**src/inc/supply_integrity_pkg.sv**
```systemverilog
package supply_integrity_pkg;
  localparam int unsigned CLK_HZ = 100_000_000;
  localparam int unsigned WAKEUP_NS = 33_000;
  localparam int unsigned WAKEUP_CYC = (WAKEUP_NS * (CLK_HZ / 1_000_000)) / 1_000;
  localparam int unsigned EXT_CLK_MIN_HZ = 10_000_000;
  localparam logic [7:0] CSR_INDEX = 8'h3A;
  localparam logic [7:0] THR_INDEX = 8'h3E;
  localparam logic [9:0] CSR_ADDR = {CSR_INDEX, 2'b00};
  localparam logic [9:0] THR_ADDR = {THR_INDEX, 2'b00};
  localparam int unsigned CSR_IRQ_EN_BIT = 0;
  localparam int unsigned CSR_WARN_BIT = 1;
  localparam int unsigned CSR_FLAG_BIT = 2;
  localparam int unsigned CSR_TRIM_LSB = 5;
  localparam int unsigned THR_SEL_LSB = 0;
  localparam logic [1:0] TRIM_RESET = 2'h0;
  localparam logic [1:0] WARN_SEL_RESET = 2'h3;
  localparam logic [1:0] WARN_SEL_OFF = 2'h3;
endpackage : supply_integrity_pkg

```
**src/hdl/sync_pair.sv**
```systemverilog
`timescale 1ns/1ns
`default_nettype none
module sync_pair #(
  parameter int unsigned WIDTH = 3
) (
  input wire logic clk,
  input wire logic rst_n,
  input wire logic [WIDTH-1:0] d,
  output logic [WIDTH-1:0] q
);
  logic [WIDTH-1:0] meta_r;

  if (WIDTH < 1) begin : g_bad_width
    $error("sync_pair needs at least one bit");
  end

  // Only the second stage is visible; the first may be metastable.
  always_ff @(posedge clk or negedge rst_n) begin
    if (!rst_n) begin
      meta_r <= '0;
      q <= '0;
    end else begin
      meta_r <= d;
      q <= meta_r;
    end
  end
endmodule : sync_pair
`default_nettype wire

```
**src/hdl/supply_integrity_monitor.sv**
```systemverilog
// Implementation choices: register access over APB and the register offsets.
`timescale 1ns/1ns
`default_nettype none
module supply_integrity_monitor
  import supply_integrity_pkg::*;
#(
  parameter int unsigned ADDR_W = 10
) (
  input wire logic pclk,
  input wire logic presetn,
  input wire logic psel,
  input wire logic penable,
  input wire logic pwrite,
  input wire logic [ADDR_W-1:0] paddr,
  input wire logic [31:0] pwdata,
  output logic [31:0] prdata,
  output logic pready,
  output logic pslverr,
  input wire logic below_upper_ref,
  input wire logic below_lower_ref,
  input wire logic warn_cmp,
  input wire logic opt_drop_enable,
  input wire logic [1:0] opt_drop_level,
  input wire logic ext_clock_sel,
  input wire logic ext_clock_fast,
  input wire logic wait_mode,
  input wire logic halt_mode,
  input wire logic core_irq_mask,
  input wire logic irq_ack,
  input wire logic illegal_op_req,
  output logic [1:0] drop_level_sel,
  output logic [1:0] warn_level_sel,
  output logic warn_detector_on,
  output logic [1:0] osc_trim_low,
  output logic chip_reset,
  output logic reset_pin_out,
  output logic reset_pin_oe_n,
  output logic wdg_flag_clear,
  output logic warn_irq,
  output logic wake_req
);
  logic [2:0] sync_q;
  logic upper_s, lower_s, warn_s, warn_prev_r;
  logic drop_active_r, drop_prev_r, supply_reset_flag_r, warning_irq_enable_r;
  logic [1:0] trim_r, warn_sel_r;
  logic irq_pend_r, pend_nxt;
  logic [$clog2(WAKEUP_CYC+1)-1:0] dip_cnt_r;
  logic acc, wr_en, rd_en, hit_csr, hit_thr, flag_set, warn_edge;

  if (ADDR_W < 10) begin : g_bad_addr
    $error("supply_integrity_monitor needs ADDR_W of at least 10");
  end

  function automatic logic [7:0] csr_image(input logic en, input logic warn,
                                           input logic flag, input logic [1:0] trim);
    csr_image = '0;
    csr_image[CSR_IRQ_EN_BIT] = en;
    csr_image[CSR_WARN_BIT] = warn;
    csr_image[CSR_FLAG_BIT] = flag;
    csr_image[CSR_TRIM_LSB +: 2] = trim;
  endfunction : csr_image

  sync_pair #(.WIDTH(3)) u_sync (
    .clk(pclk),
    .rst_n(presetn),
    .d({below_upper_ref, below_lower_ref, warn_cmp}),
    .q(sync_q)
  );
  assign {upper_s, lower_s, warn_s} = sync_q;

  assign acc = psel && penable && pready;
  // Halt freezes the register: bus writes and read-clears have no effect there.
  assign wr_en = acc && pwrite && !halt_mode;
  assign rd_en = acc && !pwrite && !halt_mode;
  assign hit_csr = (paddr == ADDR_W'(CSR_ADDR));
  assign hit_thr = (paddr == ADDR_W'(THR_ADDR));

  // Hysteresis from two comparators; a gap between them holds the state.
  always_ff @(posedge pclk or negedge presetn) begin
    if (!presetn) begin
      drop_active_r <= 1'b0;
      drop_prev_r <= 1'b0;
    end else begin
      drop_prev_r <= drop_active_r;
      if (!opt_drop_enable) begin
        drop_active_r <= 1'b0;
      end else if (lower_s) begin
        drop_active_r <= 1'b1;
      end else if (!upper_s) begin
        drop_active_r <= 1'b0;
      end
    end
  end

  always_ff @(posedge pclk or negedge presetn) begin
    if (!presetn) begin
      chip_reset <= 1'b0;
      reset_pin_out <= 1'b1;
      reset_pin_oe_n <= 1'b1;
      wdg_flag_clear <= 1'b0;
      drop_level_sel <= 2'h0;
    end else begin
      chip_reset <= drop_active_r || illegal_op_req;
      reset_pin_out <= 1'b0;
      reset_pin_oe_n <= !drop_active_r;
      wdg_flag_clear <= drop_active_r && !drop_prev_r;
      drop_level_sel <= opt_drop_level;
    end
  end

  // Dip length decides whether the internal-clock flag can be recorded.
  always_ff @(posedge pclk or negedge presetn) begin
    if (!presetn) begin
      dip_cnt_r <= '0;
    end else if (!drop_active_r) begin
      dip_cnt_r <= '0;
    end else if (dip_cnt_r != WAKEUP_CYC[$bits(dip_cnt_r)-1:0]) begin
      dip_cnt_r <= dip_cnt_r + 1'b1;
    end
  end

  assign flag_set = drop_active_r && !halt_mode && (ext_clock_sel
                    ? (ext_clock_fast && !drop_prev_r)
                    : (dip_cnt_r == WAKEUP_CYC[$bits(dip_cnt_r)-1:0] - 1'b1));

  // Only presetn, the supply detector and a register read touch the flag, so other resets keep it.
  always_ff @(posedge pclk or negedge presetn) begin
    if (!presetn) begin
      supply_reset_flag_r <= 1'b0;
    end else if (flag_set) begin
      supply_reset_flag_r <= 1'b1;
    end else if (rd_en && hit_csr) begin
      supply_reset_flag_r <= 1'b0;
    end
  end

  always_ff @(posedge pclk or negedge presetn) begin
    if (!presetn) begin
      warning_irq_enable_r <= 1'b0;
      trim_r <= TRIM_RESET;
      warn_sel_r <= WARN_SEL_RESET;
    end else if (wr_en && hit_csr) begin
      warning_irq_enable_r <= pwdata[CSR_IRQ_EN_BIT];
      trim_r <= pwdata[CSR_TRIM_LSB +: 2];
    end else if (wr_en && hit_thr) begin
      warn_sel_r <= pwdata[THR_SEL_LSB +: 2];
    end
  end

  always_ff @(posedge pclk or negedge presetn) begin
    if (!presetn) begin
      warn_level_sel <= WARN_SEL_RESET;
      warn_detector_on <= 1'b0;
      osc_trim_low <= TRIM_RESET;
    end else begin
      warn_level_sel <= warn_sel_r;
      warn_detector_on <= (warn_sel_r != WARN_SEL_OFF);
      osc_trim_low <= trim_r;
    end
  end

  // Both crossing directions count; set wins over the acknowledge.
  assign warn_edge = warn_detector_on && (warn_s != warn_prev_r);
  always_comb begin
    pend_nxt = irq_pend_r;
    if (irq_ack) begin
      pend_nxt = 1'b0;
    end
    if (warn_edge && warning_irq_enable_r) begin
      pend_nxt = 1'b1;
    end
  end

  always_ff @(posedge pclk or negedge presetn) begin
    if (!presetn) begin
      warn_prev_r <= 1'b0;
      irq_pend_r <= 1'b0;
      warn_irq <= 1'b0;
      wake_req <= 1'b0;
    end else begin
      warn_prev_r <= warn_s;
      irq_pend_r <= pend_nxt;
      warn_irq <= pend_nxt && warning_irq_enable_r && !core_irq_mask;
      wake_req <= pend_nxt && warning_irq_enable_r && wait_mode && !halt_mode;
    end
  end

  // No wait state: pready rises in the first access cycle.
  always_ff @(posedge pclk or negedge presetn) begin
    if (!presetn) begin
      pready <= 1'b0;
      pslverr <= 1'b0;
      prdata <= '0;
    end else begin
      pready <= psel && !penable;
      pslverr <= psel && !penable && !(hit_csr || hit_thr);
      prdata <= '0;
      if (psel && !penable && hit_csr) begin
        // The flag reads zero while the detector is off; its value then means nothing.
        prdata[7:0] <= csr_image(warning_irq_enable_r, warn_s,
                                 supply_reset_flag_r && opt_drop_enable, trim_r);
      end else if (psel && !penable && hit_thr) begin
        prdata[THR_SEL_LSB +: 2] <= warn_sel_r;
      end
    end
  end
endmodule : supply_integrity_monitor
`default_nettype wire

```
**config.mk**
```make
export PLATFORM = sky130hd
export DESIGN_NAME = supply_integrity_monitor
export DESIGN_NICKNAME = d
export VERILOG_FILES = /design/src/inc/supply_integrity_pkg.sv /design/src/hdl/sync_pair.sv /design/src/hdl/supply_integrity_monitor.sv
export SDC_FILE = /design/constraint.sdc
export NUM_CORES = 1
export LEC_CHECK = 0
export BUFFER_PORTS_ARGS = -buffer_cell sky130_fd_sc_hd__buf_2
export CAP_MARGIN = 10
export CORE_ASPECT_RATIO = 1.1
export CORE_MARGIN = 5
export CORE_UTILIZATION = 45
export CTS_CLUSTER_SIZE = 16
export DETAILED_ROUTE_END_ITERATION = 6
export GPL_TIMING_DRIVEN = 0
export PLACE_DENSITY_LB_ADDON = 0.2
export SYNTH_ARGS = -nofsm -noshare
export SYNTH_HDL_FRONTEND = slang
export SYNTH_SLANG_ARGS = --single-unit
```
**constraint.sdc**
```tcl
create_clock -name pclk -period 2.3 [get_ports pclk]
set_clock_uncertainty 0.15 [all_clocks]
set_input_delay 0.345 -clock pclk [delete_from_list [all_inputs] [get_ports pclk]]
set_output_delay 0.345 -clock pclk [all_outputs]
set_load 0.02 [all_outputs]
```
Yosys cells after proc, flatten, opt, wreduce, memory -nomap -nowiden

Index checks and enable logic that the tools add are counted.

Bitwise logic cells: 1
Reduce and logical (&&, ||, !) cells: 35
Eq/ne operators: 8
Muxes and demuxes: 13
Add/sub/neg operators: 1

Operators by type and width:

| kind                  | number |
|---|---|
| $logic_and 1x1->1     | 24 |
| $mux 12               | 2 |
| $eq 10x8->1 const B   | 2 |
| $add 12x1->12 const B | 1 |
| $eq 12x12->1 const B  | 1 |
| $ne 12x12->1 const B  | 1 |
| $mux 1                | 8 |
| $logic_not 1->1       | 7 |
| $mux 5                | 1 |
| $mux 2                | 2 |
| $ne 3x3->1 const B    | 1 |
| $logic_or 1x1->1      | 2 |
| $ne 2x1->1 const B    | 1 |
| $ne 2x2->1 const B    | 1 |
| $reduce_and 2->1      | 1 |
| $reduce_bool 2->1     | 1 |
| $ne 1x1->1            | 1 |
| $not 1->1             | 1 |

Input bits: 60
Word-level logic and storage cells: 82
Output and inout port bits: 47
Bits in registers: 51

Longest topological paths before layout

Word-level depth: 7
Mapped depth: 5

Cells and area by module

From an unflattened synthesis, not the netlist that was laid out.

Cell total of the unflattened synthesis: 173
Area total of the unflattened synthesis: 2031.9 um^2

By module, submodules not included:

| module                   | area an instance (um^2) | cells each | instances |
|---|---|---|---|
| supply_integrity_monitor | 1881.8                  | 167        | 1 |
| sync_pair                | 150.1                   | 6          | 1 |

Least setup slack after synthesis

OpenSTA, ideal clock, no wires.

Kind: input -> register
Start: in paddr[4]
End: reg trim_r[0]
Buffers on the path: 1
Slack: 0.480 ns
Setup time: 0.125 ns
Stages on the path: 4
Arrival: 1.545 ns
Path through: buf_6 -> or4b_4 -> nor4_4 -> mux2_2

Cells in the longest elaborated chain, start to end: 2

Ends and longest elaborated chain:

| item                   | RTL line                        | source |
|---|---|---|
| start: declaration     | supply_integrity_monitor.sv:14  | `input wire logic [ADDR_W-1:0] paddr,` |
| $eq 10x8->1            | supply_integrity_monitor.sv:75  | `assign hit_csr = (paddr == ADDR_W'(CSR_ADDR));` |
| $logic_and 1x1->1      | supply_integrity_monitor.sv:142 | `end else if (wr_en && hit_csr) begin` |
| end signal: assignment | supply_integrity_monitor.sv:144 | `trim_r <= pwdata[CSR_TRIM_LSB +: 2];` |
| end: declaration       | supply_integrity_monitor.sv:45  | `logic [1:0] trim_r, warn_sel_r;` |

No other way between the ends.
A chain may end at the register's enable or synchronous reset.

Worst setup path after layout

Start: reg dip_cnt_r[8]
End: reg dip_cnt_r[1]

Cells in the longest elaborated chain, start to end: 2

Ends and longest elaborated chain:

| item                        | RTL line                        | source |
|---|---|---|
| start: declaration          | supply_integrity_monitor.sv:47  | `logic [$clog2(WAKEUP_CYC+1)-1:0] dip_cnt_r;` |
| start signal: assignment    | supply_integrity_monitor.sv:118 | `dip_cnt_r <= dip_cnt_r + 1'b1;` |
| $ne 12x12->1                | supply_integrity_monitor.sv:117 | `end else if (dip_cnt_r != WAKEUP_CYC[$bits(dip_cnt_r)-1:0]) begin` |
| $ne 2x1->1 (no source line) | n/a                             |  |

No other way between the ends.

==> impl_metrics.py <==
metrics = {
    "power_and_ir_drop": {
        "internal_power_mw": 1.19,
        "net-switching-power_mw": 0.382,
        "cellPowerDensity_nw_per_um2": 585,
        "power.share.clock_pct": 32.1,
        "swShare_pct": 24.3,
        "power.share.sequential_pct": 55.9,
        "power.ir.vdd_worst_mv": 0.483,
        "report.power.total_mw": 1.57,
        "p_comb_share_pct": 11.9,
        "cellLeakagePower_nw": 1.32,
    },
    "critical_path": {
        "timing.setup.critical_path_class": "flop to flop",
        "critical_path_rt_ps": 2370,
        "worst_r2r_startpoint": "dip_cnt_r[8]",
        "r2r.worst_path.cells": 3,
        "r2r_setup_slack_ps": 450,
        "path_max_fanout": 5,
        "r2r_end": "dip_cnt_r[1]",
        "setup_crit_end_kind": "flop",
        "critical_path_arrival_ps": 1920,
        "start_kind": "flop",
    },
    "drt": {
        "dr_wl_met2_um": 2000,
        "detail_route.iter0.violations": 48,
        "top_layer": "met4",
        "ant_nets": 0,
        "via_count": 1512,
        "detail_route.wirelength_um": 4100,
        "drt-wirelength-per-cell_um": 12.7,
        "detail_route.drc_violations": 0,
        "vias_per_cell": 4.67,
        "dr.pass1.iters": 6,
        "wirelength_met1_um": 1670,
        "dr_wl_met3_um": 379,
    },
    "synthesis": {
        "synth-seq-area-share_pct": 57.0,
        "netlist_area_um2": 2120,
        "synth.area.top_cells": "dfrtp_1, buf_4, dfstp_2, mux2_2, mux2i_1",
        "flip_flop_and_latch_count_after_synthesis": 48,
        "number_of_distinct_library_cells_after_synthesis": 40,
        "synthCells": 178,
        "netlist.area_leader.share_pct": 49.6,
        "syn_area_per_cell_um2": 11.9,
        "yosysWarningCount": 0,
        "synth_top_cell_by_area": "dfrtp_1",
    },
    "die": {
        "height_of_the_die_um": 82.0,
        "dieWidth_um": 75.4,
        "pin_count": 107,
        "die_area_um2": 6180,
        "row_count": 26,
        "initial_utilization_pct": 45.9,
        "area_inside_the_core_boundary_um2": 4620,
    },
    "timing": {
        "fmaxAchievable_mhz": 540,
        "timing.final.setup_violations": 0,
        "final_worst_slack_ps": 448,
        "rsz0062_at_grt": "false",
        "totalNegativeSetupSlack_ps": 0,
        "hold_viol": 0,
        "layout_min_cycle_time_ps": 1850,
        "slew_headroom_pct": 31.4,
        "tightestPinTransition_ps": 1030,
        "timing.final.max_slew_violations": 0,
        "fin_crit_sh_pct": 80.5,
        "timing.hold.ws_ps": 40.3,
    },
    "global_route": {
        "grt_start_max_net_pins": 49,
        "initial_antenna_violation_count": 0,
        "grt_first_pass_wirelength_um": 6400,
        "via_count_of_the_first_global_routing_pass": 1382,
        "grt.overflow.total": 0,
        "grt.total_usage_pct": 13.6,
    },
    "cts": {
        "tritoncts_buffer_count": 5,
        "clk_path_buf_depth": 2,
        "clock-sinks": 48,
        "tritoncts_clock_tree": "built",
        "maximum_level_of_the_cts_h_tree": 2,
        "clock_latency_reported_for_the_late_side_of_the_worst_skew_pair_ps": 300,
        "clk_root_buffer_cell": "clkbuf_8",
        "register_clock_pin_slew_on_the_reported_worst_setup_and_hold_paths_ps": 80,
        "postCtsResizedCells": 0,
    },
    "hold_path": {
        "min-delay-start": "core_irq_mask",
        "hold_end": "warn_irq",
        "hold_path_depth": 2,
        "hold_class": "input pin to flop",
    },
    "place": {
        "post-place-ws_ps": 304,
        "place_hpwl_um": 3130,
        "gp_congestion": 0.786,
        "count_of_input_and_output_buffers": 50,
    },
    "finish": {
        "num_antenna_cells": 0,
        "layout-drive-gt1-share_pct": 38.8,
        "area.growth.synth_to_final_pct": 26.7,
        "nets": 329,
        "fin_util_pct": 58.1,
    },
    "status": {
        "outcome": "completed",
    },
    "job": {
        "max_cap_violations": 0,
    },
}
[final cells by class]
cell class	count	area, um2
Sequential cell	48	1210
Timing Repair Buffer	55	300
Buffer	30	221
Inverter	8	30.0
Fill cell	408	1930
Multi-Input combinational cell	119	761
Tap cell	56	70.1
Clock inverter	1	7.51
Clock buffer	7	86.3
[Yosys cell counts]
cell and instances:
dfrtp_1 42, buf_4 27, nand2_1 11, a21oi_1 8, inv_1 7, nand3_1 7
dfstp_2 6, mux2_2 5, mux2i_1 5, nor2_1 5, o31ai_1 5, or4_1 5
nand2b_1 3, nand4b_1 3, nor3b_1 3, nor4_1 3, o21ai_0 3, clkbuf_1 2
ha_1 2, nand4_1 2, nor2b_1 2, or3_1 2, or4b_4 2, xor2_1 2
a32oi_1 1, buf_6 1, clkinv_1 1, conb_1 1, nand3b_1 1, nand4bb_1 1
nor3_1 1, nor3_2 1, nor4_4 1, nor4bb_1 1, o21ba_2 1, o41ai_1 1
or2_2 1, or3_4 1, or4b_1 1, or4b_2 1
[metal layers]
| layer | vias up | GRT usage (%) |
|---|---|---|
| li1 | 745 | - |
| met1 | 708 | 18.1 |
| met2 | 54 | 21.4 |
| met3 | 5 | 3.79 |
| met4 | 0 | 4.20 |
| met5 | - | 0 |
[cells in the final DEF, fill, tap and decap left out, drive strengths merged, types with 6 or more instances in the layout]
cell    count
a21oi       8
dfrtp      42
inv         7
nand3       7
buf        78
conb       28
dfstp       6
nand2      11
clkbuf      9
[how the worst max path moves through the flow]
stage                       startpoint            end  depth (start not counted)
after floorplan               paddr[4]      trim_r[0]                          4
after global placement        paddr[1]  warn_sel_r[0]                          4
after detailed placement      paddr[1]  warn_sel_r[0]                          4
after CTS                 dip_cnt_r[8]   dip_cnt_r[1]                          3
after global routing      dip_cnt_r[8]   dip_cnt_r[1]                          3
final                     dip_cnt_r[8]   dip_cnt_r[1]                          3
[critical path, stage by stage (launching register included)]
cell and delay, ps:
dfrtp_1 430, or4b_1 590, nor3_2 380, mux2i_1 230
[per-stage QoR]
stage,instance area (um2),cells
global route,2690,324
CTS,2690,324
detailed placement,2540,311
finish,2690,324
floorplan,2220,205
global placement,2540,311
[power by group through the flow]
stage,Combinational [mW],Sequential [mW],Clock (mW)
global route,0.208,0.882,0.565
CTS,0.187,0.880,0.528
floorplan,0.109,0.904,0
detailed placement,0.180,0.896,0
finish,0.187,0.879,0.505
global placement,0.179,0.895,0
[sequential cells by signal, summed over array words and instances, names as in the netlist, 2 cells and up]
name	cells
drop_level_sel	2
u_sync.meta_r	3
dip_cnt_r	12
trim_r	2
prdata	5
warn_level_sel	2
warn_sel_r	2
u_sync.q	3
osc_trim_low	2
[repair_timing]
| item | 4_1_cts | 5_1_grt |
|---|---|---|
| hold buffers | 5 | 0 |
| setup buffers | 0 | 0 |
| endpoints found under the hold margin | 5 | 0 |
[kinds of logic after synthesis]
| kind of cell | count (synthesis) | share of synthesized area (%) |
|---|---|---|
| other cells | 1 | 0.177 |
| compound gates | 19 | 5.67 |
| flops | 48 | 57.0 |
| buf+inv | 38 | 11.9 |
| fa+ha+maj | 2 | 1.18 |
| xor+xnor | 2 | 0.827 |
| simple gates | 58 | 18.2 |
| mux | 10 | 5.02 |
Note: power is estimated with default switching activity, not from simulation.
